**config.mk**
```make
export PLATFORM = sky130hd
export DESIGN_NAME = scr_regs
export DESIGN_NICKNAME = d
export VERILOG_FILES = /design/src/inc/scr_pkg.sv /design/src/rtl/scr_regs.sv
export SDC_FILE = /design/constraint.sdc
export NUM_CORES = 1
export LEC_CHECK = 0
export ABC_AREA = 0
export CAP_MARGIN = 10
export CORE_MARGIN = 2
export CORE_UTILIZATION = 32
export CTS_BUF_LIST = sky130_fd_sc_hd__clkbuf_4 sky130_fd_sc_hd__clkbuf_8
export CTS_CLUSTER_SIZE = 16
export DETAILED_ROUTE_END_ITERATION = 6
export DONT_BUFFER_PORTS = 1
export PLACE_DENSITY = 0.54
export SYNTH_ARGS = -nofsm -noshare
export SYNTH_HDL_FRONTEND = slang
export SYNTH_SLANG_ARGS = --single-unit
```
**constraint.sdc**
```tcl
create_clock -name mclk -period 4.16 [get_ports mclk]
set_clock_uncertainty 0.05 [all_clocks]
set_input_delay 0.416 -clock mclk [delete_from_list [all_inputs] [get_ports mclk]]
set_output_delay 0.416 -clock mclk [all_outputs]
set_load 0.1 [all_outputs]
```
**src/inc/scr_pkg.sv**
```systemverilog
// Overview of operation
// - Watchdog scale zero disables; n gives timeout 2.5 s times 2^(n-1).
// - Lock bit set blocks host writes to 0x81..0x120, except 0x100.
// - Clock-calendar enable bit turns real-time clock and alarm on or off.
// - Shutdown core-off bit plus reset mode switches off everything incl. core.
// - Low_power_state core-off bit plus low-power state switches off everything.
// - Wake command bit leaves low-power state and clears itself.
// - Reset-mode command bit powers down to reset mode, self-clearing.
// - Host kicks watchdog before timeout; device restarts timer, clears bit.
// - Control-output disable drops system, power, power1 enables in low power.
// - Low power: bits 6,5,4 stop slow clock, charger, calendar updates.
// - Low power: bit 2 stops host interface, bit 0 suppresses input events.
// - Cleared wake-disable lets passive-to-active input wake; set blocks wake.
// - Polarity bit sets active level: one high, zero low.
// - Pin 0 function: trigger input, input, open-drain, push-pull.
// - Pins 1,3 function: reserved, input, open-drain, push-pull.
// - Pin 2 function: power enable input, input, open-drain, fault output.
// - Pin 4 function: system enable input, input, open-drain, push-pull.
// - Wake-sense bit per pin: zero edge, one level detection.
// - Mode bit: static output value, output polarity, or input debounce.
// - Shared 3-bit debounce select: 000 none, up to 1024 ms.
// - Output-static bit set drives static level from the mode bit.
`default_nettype none
package scr_pkg;
  localparam int          NREG    = 9;
  localparam logic [8:0]  REG_ADR [NREG] = '{9'h011, 9'h012, 9'h013,
    9'h014, 9'h015, 9'h016, 9'h017, 9'h01C, 9'h01D};
  localparam int          IX_WDG  = 0;
  localparam int          IX_LCK  = 1;
  localparam int          IX_CMD  = 2;
  localparam int          IX_LPD  = 3;
  localparam int          IX_P01  = 4;
  localparam int          IX_P23  = 5;
  localparam int          IX_P4   = 6;
  localparam int          IX_WKS  = 7;
  localparam int          IX_MOD  = 8;
  localparam logic [7:0]  REG_RST = 8'h00;
  localparam logic [8:0]  LOCK_LO = 9'h081;
  localparam logic [8:0]  LOCK_HI = 9'h120;
  localparam logic [8:0]  LOCK_EX = 9'h100;
  localparam int          B_LOCK  = 7;
  localparam int          B_RTC   = 2;
  localparam int          B_SD    = 1;
  localparam int          B_PD    = 0;
  localparam int          B_WAKE  = 2;
  localparam int          B_SHUT  = 1;
  localparam int          B_KICK  = 0;
  localparam int          B_CODIS = 7;
  localparam int          B_CLK   = 6;
  localparam int          B_CHG   = 5;
  localparam int          B_CAL   = 4;
  localparam int          B_HIF   = 2;
  localparam int          B_GPI   = 0;
  localparam logic [1:0]  F_ALT   = 2'h0;
  localparam logic [1:0]  F_IN    = 2'h1;
  localparam logic [1:0]  F_OD    = 2'h2;
  localparam logic [1:0]  F_PP    = 2'h3;
  localparam int unsigned CLK_HZ  = 10_000_000;
  localparam int unsigned WDG_MS  = 2500;
  localparam int unsigned WDG_CYC = WDG_MS * (CLK_HZ / 1000);
  localparam int unsigned DB_US [8] = '{0, 100, 1000, 10240, 51200,
    256000, 512000, 1024000};
  localparam int unsigned DB_CYC [8] = '{1, DB_US[1] * (CLK_HZ / 1000000),
    DB_US[2] * (CLK_HZ / 1000000), DB_US[3] * (CLK_HZ / 1000000),
    DB_US[4] * (CLK_HZ / 1000000), DB_US[5] * (CLK_HZ / 1000000),
    DB_US[6] * (CLK_HZ / 1000000), DB_US[7] * (CLK_HZ / 1000000)};
  typedef struct packed {
    logic       wake_disable;
    logic       input_polarity;
    logic [1:0] pin_function;
  } scr_pin_t;
  typedef enum logic [4:0] {
    S_IDLE = 5'h01,
    S_DEV  = 5'h02,
    S_ADR  = 5'h04,
    S_WR   = 5'h08,
    S_RD   = 5'h10
  } scr_st_t;
endpackage : scr_pkg
`default_nettype wire

```
**src/rtl/scr_regs.sv**
```systemverilog
`default_nettype none
module scr_regs
  import scr_pkg::*;
#(
  parameter logic [6:0]  DEV_ADDR = 7'h58,
  parameter int unsigned WDG_BASE = WDG_CYC,
  parameter int unsigned DB_TGT [8] = DB_CYC
) (
  input  wire logic       mclk,
  input  wire logic       nrst,
  input  wire logic       scl_i,
  input  wire logic       sda_i,
  output logic            sda_o,
  output logic            sda_oe_n,
  input  wire logic [4:0] gpio_i,
  output logic      [4:0] gpio_o,
  output logic      [4:0] gpio_oe_n,
  input  wire logic       in_low_power,
  input  wire logic       in_reset_mode,
  input  wire logic [2:0] debounce_sel,
  input  wire logic [4:0] out_static,
  input  wire logic [4:0] out_src,
  input  wire logic       supply_fault,
  input  wire logic       power1_req,
  output logic            wake_req,
  output logic            shutdown_req,
  output logic            wdg_timeout,
  output logic            core_off,
  output logic            rtc_enable,
  output logic            system_domain_enable_in_o,
  output logic            power_domain_enable_in_o,
  output logic            power1_domain_enable_in_o,
  output logic            slow_clock_run,
  output logic            charger_run,
  output logic            calendar_run,
  output logic      [4:0] input_event
);

  // ==========================================================
  // two-wire pin synchronisers
  logic    [2:0] scl_s;
  logic    [2:0] sda_s;
  logic          scl_rise;
  logic          scl_fall;
  logic          start_c;
  logic          stop_c;
  logic          hif_off;

  always_ff @(posedge mclk or negedge nrst) begin
    if (!nrst) begin
      scl_s <= 3'h7;
      sda_s <= 3'h7;
    end else begin
      scl_s <= {scl_s[1:0], scl_i};
      sda_s <= {sda_s[1:0], sda_i};
    end
  end

  assign scl_rise = scl_s[1] & ~scl_s[2];
  assign scl_fall = ~scl_s[1] & scl_s[2];
  assign start_c  = scl_s[1] & scl_s[2] & ~sda_s[1] & sda_s[2];
  assign stop_c   = scl_s[1] & scl_s[2] & sda_s[1] & ~sda_s[2];

  // ==========================================================
  // register file
  logic    [7:0] reg_q [NREG];
  logic    [8:0] adr_q;
  logic    [7:0] sr_q;
  logic    [7:0] rdata;
  logic    [3:0] ridx;
  logic    [3:0] widx;
  logic          wr_pulse;
  logic          wr_ok;
  logic          lp;

  function automatic logic [3:0] scr_idx(input logic [8:0] a);
    scr_idx = 4'hF;
    for (int i = 0; i < NREG; i++) begin
      if (a == REG_ADR[i]) begin
        scr_idx = 4'(i);
      end
    end
  endfunction : scr_idx

  assign lp    = in_low_power;
  assign ridx  = scr_idx(adr_q);
  assign widx  = ridx;
  assign rdata = (ridx == 4'hF) ? 8'h00 : reg_q[ridx];
  assign wr_ok = !(reg_q[IX_LCK][B_LOCK] && adr_q >= LOCK_LO &&
                   adr_q <= LOCK_HI && adr_q != LOCK_EX);

  always_ff @(posedge mclk or negedge nrst) begin
    if (!nrst) begin
      for (int i = 0; i < NREG; i++) begin
        reg_q[i] <= REG_RST;
      end
    end else begin
      reg_q[IX_CMD][2:0] <= 3'h0;
      if (wr_pulse && wr_ok && widx != 4'hF) begin
        reg_q[widx] <= sr_q;
      end
    end
  end

  // ==========================================================
  // two-wire slave
  scr_st_t       st_q;
  logic    [3:0] cnt_q;
  logic    [7:0] tx_q;
  logic          sdo_q;
  logic          page_q;
  logic          rd_q;

  assign hif_off  = lp & reg_q[IX_LPD][B_HIF];
  assign wr_pulse = scl_fall && cnt_q == 4'h7 && st_q == S_WR &&
                    !hif_off && !stop_c && !start_c;
  assign sda_o    = 1'b0;
  assign sda_oe_n = sdo_q;

  always_ff @(posedge mclk or negedge nrst) begin
    if (!nrst) begin
      st_q   <= S_IDLE;
      cnt_q  <= 4'h0;
      sr_q   <= 8'h00;
      tx_q   <= 8'h00;
      sdo_q  <= 1'b1;
      adr_q  <= 9'h000;
      page_q <= 1'b0;
      rd_q   <= 1'b0;
    end else if (hif_off || stop_c) begin
      st_q  <= S_IDLE;
      sdo_q <= 1'b1;
    end else if (start_c) begin
      st_q  <= S_DEV;
      cnt_q <= 4'hF;
      sdo_q <= 1'b1;
    end else if (scl_rise && st_q != S_IDLE) begin
      if (cnt_q < 4'h8) begin
        sr_q <= {sr_q[6:0], sda_s[1]};
      end else if (st_q == S_RD && sda_s[1]) begin
        st_q <= S_IDLE;
      end
    end else if (scl_fall && st_q != S_IDLE) begin
      if (cnt_q == 4'h7) begin
        cnt_q <= 4'h8;
        case (st_q)
          S_DEV: begin
            if (sr_q[7:2] == DEV_ADDR[6:1]) begin
              sdo_q  <= 1'b0;
              page_q <= sr_q[1];
              rd_q   <= sr_q[0];
            end else begin
              st_q <= S_IDLE;
            end
          end
          S_ADR: begin
            sdo_q <= 1'b0;
            adr_q <= {page_q, sr_q};
          end
          S_WR:    sdo_q <= 1'b0;
          S_RD: begin
            sdo_q <= 1'b1;
            adr_q <= adr_q + 9'h001;
          end
          default: st_q <= S_IDLE;
        endcase
      end else if (cnt_q == 4'h8) begin
        cnt_q <= 4'h0;
        sdo_q <= 1'b1;
        case (st_q)
          S_DEV: begin
            st_q <= rd_q ? S_RD : S_ADR;
            if (rd_q) begin
              tx_q  <= rdata;
              sdo_q <= rdata[7];
            end
          end
          S_ADR:   st_q <= S_WR;
          S_WR:    adr_q <= adr_q + 9'h001;
          S_RD: begin
            tx_q  <= rdata;
            sdo_q <= rdata[7];
          end
          default: st_q <= S_IDLE;
        endcase
      end else begin
        cnt_q <= cnt_q + 4'h1;
        if (st_q == S_RD) begin
          sdo_q <= tx_q[6];
          tx_q  <= {tx_q[6:0], 1'b0};
        end
      end
    end
  end

  // ==========================================================
  // general-purpose pins
  logic     [4:0] gp_s1;
  logic     [4:0] gp_s2;
  logic     [4:0] act_db;
  logic     [4:0] act_prev;
  logic     [4:0] pin_in;
  logic     [4:0] pin_wake;
  logic     [4:0] mode;
  scr_pin_t       pcfg [5];

  assign pcfg[0] = reg_q[IX_P01][3:0];
  assign pcfg[1] = reg_q[IX_P01][7:4];
  assign pcfg[2] = reg_q[IX_P23][3:0];
  assign pcfg[3] = reg_q[IX_P23][7:4];
  assign pcfg[4] = reg_q[IX_P4][3:0];
  assign mode    = reg_q[IX_MOD][4:0];

  always_ff @(posedge mclk or negedge nrst) begin
    if (!nrst) begin
      gp_s1    <= 5'h00;
      gp_s2    <= 5'h00;
      act_prev <= 5'h00;
    end else begin
      gp_s1    <= gpio_i;
      gp_s2    <= gp_s1;
      act_prev <= act_db;
    end
  end

  for (genvar p = 0; p < 5; p++) begin : g_pin
    logic [23:0] db_cnt;
    logic        act;
    logic        db_en;
    logic        rise;
    logic        src;
    logic        val;

    assign act   = pcfg[p].input_polarity ? gp_s2[p] : ~gp_s2[p];
    assign pin_in[p] = (pcfg[p].pin_function == F_IN) ||
                       (pcfg[p].pin_function == F_ALT && p != 1 &&
                        p != 3);
    assign db_en = pin_in[p] && mode[p] && debounce_sel != 3'h0;
    assign rise  = act_db[p] & ~act_prev[p];
    assign pin_wake[p] = pin_in[p] && !pcfg[p].wake_disable &&
                         (reg_q[IX_WKS][p] ? act_db[p] : rise);
    assign src   = (p == 2 && pcfg[p].pin_function == F_PP) ?
                   supply_fault : out_src[p];
    assign val   = out_static[p] ? mode[p] :
                   (mode[p] ? src : ~src);

    always_ff @(posedge mclk or negedge nrst) begin
      if (!nrst) begin
        db_cnt    <= 24'h000000;
        act_db[p] <= 1'b0;
      end else if (!db_en) begin
        db_cnt    <= 24'h000000;
        act_db[p] <= act;
      end else if (act == act_db[p]) begin
        db_cnt    <= 24'h000000;
      end else if (db_cnt >= 24'(DB_TGT[debounce_sel] - 1)) begin
        db_cnt    <= 24'h000000;
        act_db[p] <= act;
      end else begin
        db_cnt    <= db_cnt + 24'h000001;
      end
    end

    always_ff @(posedge mclk or negedge nrst) begin
      if (!nrst) begin
        gpio_o[p]      <= 1'b0;
        gpio_oe_n[p]   <= 1'b1;
        input_event[p] <= 1'b0;
      end else begin
        input_event[p] <= pin_in[p] && rise &&
                          !(lp && reg_q[IX_LPD][B_GPI]);
        case (pcfg[p].pin_function)
          F_OD: begin
            gpio_o[p]    <= 1'b0;
            gpio_oe_n[p] <= val;
          end
          F_PP: begin
            gpio_o[p]    <= val;
            gpio_oe_n[p] <= 1'b0;
          end
          default: begin
            gpio_o[p]    <= 1'b0;
            gpio_oe_n[p] <= 1'b1;
          end
        endcase
      end
    end
  end

  // ==========================================================
  // watchdog
  logic    [31:0] wdg_cnt;
  logic    [31:0] wdg_lim;
  logic     [2:0] scale;
  logic           kick;

  assign scale   = reg_q[IX_WDG][2:0];
  assign wdg_lim = WDG_BASE << (scale - 3'h1);
  assign kick    = reg_q[IX_CMD][B_KICK] ||
                   (pcfg[0].pin_function == F_ALT && g_pin[0].rise);

  always_ff @(posedge mclk or negedge nrst) begin
    if (!nrst) begin
      wdg_cnt     <= 32'h00000000;
      wdg_timeout <= 1'b0;
    end else if (scale == 3'h0 || kick) begin
      wdg_cnt     <= 32'h00000000;
      wdg_timeout <= 1'b0;
    end else if (wdg_cnt >= wdg_lim - 32'h1) begin
      wdg_cnt     <= 32'h00000000;
      wdg_timeout <= 1'b1;
    end else begin
      wdg_cnt     <= wdg_cnt + 32'h1;
      wdg_timeout <= 1'b0;
    end
  end

  // ==========================================================
  // power control outputs
  always_ff @(posedge mclk or negedge nrst) begin
    if (!nrst) begin
      wake_req       <= 1'b0;
      shutdown_req   <= 1'b0;
      core_off       <= 1'b0;
      rtc_enable     <= 1'b0;
      system_domain_enable_in_o       <= 1'b0;
      power_domain_enable_in_o       <= 1'b0;
      power1_domain_enable_in_o      <= 1'b0;
      slow_clock_run <= 1'b0;
      charger_run    <= 1'b0;
      calendar_run   <= 1'b0;
    end else begin
      wake_req       <= reg_q[IX_CMD][B_WAKE] ||
                        (lp && |pin_wake);
      shutdown_req   <= reg_q[IX_CMD][B_SHUT];
      core_off       <= (in_reset_mode && reg_q[IX_LCK][B_SD]) ||
                        (lp && reg_q[IX_LCK][B_PD]);
      rtc_enable     <= reg_q[IX_LCK][B_RTC];
      system_domain_enable_in_o       <= pcfg[4].pin_function == F_ALT && act_db[4] &&
                        !(lp && reg_q[IX_LPD][B_CODIS]);
      power_domain_enable_in_o       <= pcfg[2].pin_function == F_ALT && act_db[2] &&
                        !(lp && reg_q[IX_LPD][B_CODIS]);
      power1_domain_enable_in_o      <= power1_req &&
                        !(lp && reg_q[IX_LPD][B_CODIS]);
      slow_clock_run <= !(lp && reg_q[IX_LPD][B_CLK]);
      charger_run    <= !(lp && reg_q[IX_LPD][B_CHG]);
      calendar_run   <= !(lp && reg_q[IX_LPD][B_CAL]);
    end
  end
endmodule : scr_regs
`default_nettype wire

```
==> impl_metrics.yaml, run 1 <==
timing:
  tightestPinTransition_ns: 1.11
  setup_viol: 0
  fmax_mhz: 261
  fin_crit_sh_pct: 92.2
  period_needed_ns: 3.83
  holdWs_ns: -0.550
  rsz0062_at_grt: "no"
  hold_viol_final: 308
  fin_ws_ns: 0.325
  relSlewSlack_pct: 25.8
  slew_viol_final: 0
  final.setup.tns_ns: 0
final_layout:
  final_util_pct: 36.7
  layout_commonest_cell: "dfrtp_1"
  finalNetCount: 2106
  drive_gt1_share_pct: 13.5
  fillCellCount: 5629
  regArea_um2: 7830
  mostFrequentLayoutCells: "dfrtp_1 (298), nor2_1 (245), ha_1 (172), nand2_1 (111), nand3_1 (92)"
  area_growth_pct: 13.1
  multi_input_area_um2: 10100
logic_synthesis:
  synth_top_family_by_area: "simple AND/OR/NAND/NOR gates"
  synth.distinct_cells: 77
  ys_async_sr_fraction_pct: 100
  yosys_register_bits: 312
  synth_edf_count: 0
  synthAdderAreaFrac_pct: 11.7
  synth_ff_type: "dfrtp_1"
  yosys.area.top_type_share_pct: 40.8
  synth_xor_area_share_pct: 8.07
  synthTopCellsByArea: "dfrtp_1 (41%), ha_1 (12%), nor2_1 (5.0%)"
  synthesis.area_um2: 18300
  avgSynthCellArea_um2: 9.88
  syn_nets: 2054
  synth_mux_area_share_pct: 5.50
  syn_inst: 1856
  synth_compound_area_share_pct: 10.8
  seq_area_frac_synth_pct: 42.7
  ys_warn_count: 0
  yosys.area.top_type: "dfrtp_1"
  synthSimpleGateAreaFrac_pct: 18.6
detailed_routing:
  drtIter0Drc: 910
  ant_nets: 0
  vias: 14000
  drc: 0
  routed_wl_um: 47500
  via_per_inst: 5.18
  wire_per_inst_um: 17.5
  drt_first_pass_iters: 5
die:
  rows: 87
  io_pins: 54
  die_w_um: 243
  initial_core_util_pct: 32.5
  coreArea_um2: 56500
  die_h_um: 243
  dieArea_um2: 59200
worst_setup_path:
  rrSetupSlack_ns: 0.33
  worstSetupEndpointType: "register"
  worstPathRequired_ns: 4.70
  crit_arrival_ns: 4.37
  path_max_fanout: 31
  cp-start-kind: "register"
  path_cells: "inv_1 -> ha_1 -> ha_1 -> nand2_1 -> ha_1 -> nor2b_1 -> nor2b_2 -> nand2_1 -> nor2_1 -> o32a_1 -> ha_1 -> nand4_1 -> nor2_1 -> a221o_1 -> o21a_1 -> a211o_1 -> buf_6 -> nor2_1"
  crit_path_max_incr_delay_ns: 0.42
  crit_top_cell: "ha_1"
  setup.worst_path.class: "register to register"
  critPathSlowestCell: "dfrtp_2"
clock_tree:
  path_clk_slew_ns: 0.07
  cts_sinks: 312
  holdBufCountCts: 18
  htreeDepth: 2
  cts_tree: "done"
  cts_setup_buffers: 0
  numCtsBuffers: 54
  insertion_delay_ns: 0.67
  clockBufferDepth: 3
  clock-root-buffer: "clkbuf_8"
placed_design:
  hpwl_um: 33400
  gp_congestion: 0.890
  place_ws_ns: 0.264
  port_buffers: 0
min_path:
  hold_class: "primary input to async pin"
power_and_ir_drop:
  power_uw: 7250
  p_leak_uw: 0.00923
  ir_drop_mv: 0.258
  p_per_area_nw_per_um2: 350
global_route:
  grt_pass1_wl_um: 76800
  global_route.overflow_total: 0
  grt_start_max_net_pins: 313
  antenna_found_initial: 2
  grt_use_total_pct: 16.1
  grt_pass1_vias: 14200
run_status:
  status: "finished, violations left"
  violations: "negative hold slack"
job:
  max_cap_violations: 0
power breakdown:
| part | internal, µW | leakage, µW | total, µW | switching (µW) |
|---|---|---|---|---|
| Combinational | 270 | 0.00436 | 649 | 379 |
| Clock | 1790 | 0.000663 | 3160 | 1370 |
| Sequential | 3130 | 0.00421 | 3440 | 313 |
| Total | 5190 | 0.00923 | 7250 | 2060 |
routing by layer:
| metal | up-vias | track usage (%) | share of wire (%) |
|---|---|---|---|
| met1 | 6867 | 22.2 | 48 |
| met2 | 328 | 26.0 | 45 |
| li1 | 6758 | - | - |
| met4 | 2 | 4.69 | 2.4 |
| met3 | 86 | 2.45 | 4.8 |
| met5 | - | 0 | 0.023 |
cell type report:
class                           instances  area share [%]
Clock buffer                           81            4.98
Sequential cell                       312            37.7
Antenna cell                            1          0.0121
Tap cell                              756            4.56
Clock inverter                         21           0.965
Timing Repair Buffer                   55            2.23
Multi-Input combinational cell       1433            48.6
Inverter                               52           0.941
state kept, by name, summed over array words and instances (netlist names), 7 cells and up:
register / cells
wdg_cnt: 32
sr_q: 8
adr_q: 9
reg_q: 47
pcfg: 20
tx_q: 7
g_pin.db_cnt: 120
cell usage after synthesis (all sizes together) (17+ instances only):
master  instances
mux2           86
nand2b         17
xor2           82
a21oi          73
o22ai          40
and3           32
clkbuf         37
o21ai          71
nor2          249
a21o           20
nand3          92
xnor2          87
nand4          42
ha            172
dfrtp         299
inv            52
nand2         111
nor3           65
buf            22
cells by family after synthesis:
kind of cell	count (synthesis)
simple gates	692
flops	312
compound gates	309
fa+ha+maj	172
xor+xnor	169
buf+inv	111
mux	90
other cells	1
repair_timing:
action	CTS	global route
endpoints found under the setup margin	0	31
gates resized for setup	0	5
hold endpoints to repair	334	312
through the flow:
step / cells / hold WS (ns) / area [µm²]
after detailed placement: 2590 / 0.0938 / 19300
after CTS: 2710 / -0.620 / 20700
after global routing: 2710 / -0.601 / 20700
after global placement: 2590 / 0.0928 / 19300
final: 2711 / -0.550 / 20700
after floorplan: 1856 / 0.0704 / 18300
worst paths after layout:
path                                     from            endpoint  depth (start not counted)
worst min register to register       gp_s1[4]            gp_s2[4]                          0
min in group mclk               out_static[3]        gpio_oe_n[3]                          3
max in group asynchronous                nrst           reg_q[65]                          0
worst max register to register      reg_q[65]          wdg_cnt[3]                         18
worst min-delay path                     nrst  g_pin[0].db_cnt[4]                          0
worst max-delay path                reg_q[65]          wdg_cnt[3]                         18
critical path: cells and delay by family (launching register included):
family | cells | cell delay (ns)
AO/OA/AOI/OAI | 4 | 1.10
AND/OR/NAND/NOR | 8 | 0.84
flip-flops | 1 | 0.42
adder cells (fa/ha/maj) | 4 | 1.08
buffers and inverters | 2 | 0.28
Power figures use the tool's default switching activity.
==> run 2, diff against run 1 <==
--- a/config.mk
+++ b/config.mk
@@ -8,12 +8,12 @@
 export ABC_AREA = 0
 export CAP_MARGIN = 10
 export CORE_MARGIN = 2
-export CORE_UTILIZATION = 32
+export CORE_UTILIZATION = 60
 export CTS_BUF_LIST = sky130_fd_sc_hd__clkbuf_4 sky130_fd_sc_hd__clkbuf_8
-export CTS_CLUSTER_SIZE = 16
+export CTS_CLUSTER_SIZE = 30
 export DETAILED_ROUTE_END_ITERATION = 6
 export DONT_BUFFER_PORTS = 1
-export PLACE_DENSITY = 0.54
+export PLACE_DENSITY = 0.86
 export SYNTH_ARGS = -nofsm -noshare
 export SYNTH_HDL_FRONTEND = slang
 export SYNTH_SLANG_ARGS = --single-unit
==> impl_metrics.yaml, run 2 (synthesized netlist as in run 1, its figures left out) <==
worst_setup_path:
  crit_arrival_ns: 4.44
  rrSetupSlack_ns: 0.22
  r2r-start: "reg_q[65]"
  crit_start: "reg_q[65]"
  worstPathRequired_ns: 4.65
  worstSetupEndpointType: "register"
  cp-start-kind: "register"
  path_cells: "inv_1 -> ha_1 -> ha_1 -> buf_4 -> nor3_1 -> a21oi_1 -> o21ai_0 -> nand2_1 -> a21oi_1 -> xnor2_1 -> ha_1 -> a21o_1 -> a221o_1 -> o21a_1 -> a211o_1 -> buf_4 -> nor2_1"
  critPathSlowestCell: "dfrtp_2"
  crit_path_end: "wdg_cnt[15]"
  path_max_fanout: 17
  setup.worst_path.class: "register to register"
  rr_endpoint: "wdg_cnt[15]"
  reg2reg_depth: 17
  crit_path_max_incr_delay_ns: 0.43
  crit_top_cell: "ha_1"
final_layout:
  reg.largest.list: "g_pin.db_cnt (120), reg_q (47), wdg_cnt (32)"
  regMostFlops: "g_pin.db_cnt"
  mostFrequentLayoutCells: "dfrtp_1 (298), nor2_1 (245), ha_1 (172), nand2_1 (111), nand3_1 (92)"
  drive_gt1_share_pct: 12.7
  fillCellCount: 2275
  multi_input_area_um2: 10100
  layout_commonest_cell: "dfrtp_1"
  finalNetCount: 2089
  insertedDiodeCount: 0
  largest_reg_flops: 120
  area_growth_pct: 9.75
  regArea_um2: 7830
run_status:
  violations: "design-rule violations, negative hold slack"
  status: "finished, violations left"
clock_tree:
  holdBufCountCts: 12
  cts_setup_buffers: 0
  htreeDepth: 2
  numCtsBuffers: 53
  clock-root-buffer: "clkbuf_8"
  insertion_delay_ns: 0.63
  cts_sinks: 312
  clockBufferDepth: 3
  path_clk_slew_ns: 0.07
  cts_tree: "done"
global_route:
  grt_pass1_vias: 14600
  grt_start_max_net_pins: 313
  antenna_found_initial: 1
  grt_pass1_wl_um: 73500
  grt_use_total_pct: 28.7
  global_route.overflow_total: 0
die:
  die_w_um: 179
  die_h_um: 179
  rows: 64
  initial_core_util_pct: 60.4
  io_pins: 54
  dieArea_um2: 32000
  coreArea_um2: 30300
job:
  max_cap_violations: 0
placed_design:
  port_buffers: 0
  gp_congestion: 0.944
  place_ws_ns: 0.220
  hpwl_um: 31400
power_and_ir_drop:
  ir_drop_mv: 0.281
  p_per_area_nw_per_um2: 357
  p_leak_uw: 0.00912
timing:
  tightestPinTransition_ns: 0.971
  slew_viol_final: 0
  relSlewSlack_pct: 35.2
  holdWs_ns: -0.556
  fmax_mhz: 254
  period_needed_ns: 3.94
  hold_viol_final: 312
  setup_viol: 0
  fin_crit_sh_pct: 94.8
  fin_ws_ns: 0.218
  final.setup.tns_ns: 0
  rsz0062_at_grt: "no"
detailed_routing:
  drt_first_pass_iters: 7
  routed_wl_um: 45100
  ant_nets: 0
  wire_per_inst_um: 19.4
  drtIter0Drc: 1202
  vias: 14600
  via_per_inst: 6.26
  drc: 5
min_path:
  hold_class: "primary input to async pin"
-- run 2: layout make-up --
type / instances / share of cell area [%]
flip-flops and latches: 312 / 38.9
multi-input cells: 1433 / 50.0
repair buffers: 39 / 1.60
inverters: 52 / 0.970
clock inverters: 14 / 0.721
well taps: 396 / 2.46
clock buffers: 82 / 5.36
-- run 2: power breakdown --
part,total [µW],internal (µW),leakage [µW],switching (µW)
logic,645,262,0.00427,383
clock network,3100,1790,0.000638,1310
registers,3430,3130,0.00421,304
total,7170,5180,0.00912,2000
-- run 2: timing repair --
| item | CTS | global route |
|---|---|---|
| endpoints found under the hold margin | 329 | 312 |
| endpoints found under the setup margin | 0 | 31 |
| gates resized for setup | 0 | 2 |
-- run 2: stage by stage --
stage                     util (%)  std cells  instance area (µm²)  power (µW)  hold WS [ns]
after floorplan                  -       1856                18300        3860        0.0704
after global routing          66.3       2328                20100        7430        -0.587
after global placement        61.9       2220                18800        4040        0.0792
final                         66.3       2328                20100        7170        -0.556
after detailed placement      61.9       2220                18800        4090        0.0781
after CTS                     66.3       2328                20100        7200        -0.598
-- run 2: how the worst min path moves through the flow --
stage	startpoint	to	slack, ns	cells past startpoint
after floorplan	nrst	act_db[0]	0.07	0
after global placement	nrst	wdg_cnt[14]	0.08	0
after detailed placement	nrst	wdg_cnt[16]	0.08	0
after CTS	nrst	wdg_cnt[16]	-0.60	0
after global routing	nrst	reg_q[15]	-0.59	0
final	nrst	wdg_cnt[7]	-0.56	0
-- run 2: per-layer routing --
layer	wire [µm]	GRT usage, %
met3	3460	4.86
met2	21600	48.0
met4	1620	11.1
met5	0	0
met1	18400	37.4
-- run 2: critical path, delay by kind of cell, from the launching register on --
| kind | cells | cell delay [ns] |
|---|---|---|
| xor gates and xnor gates | 1 | 0.16 |
| DFF | 1 | 0.43 |
| buffers and inverters | 3 | 0.51 |
| AOI/OAI and AO/OA | 7 | 1.42 |
| adders and majority gates | 3 | 0.81 |
| and+or+nand+nor | 3 | 0.48 |
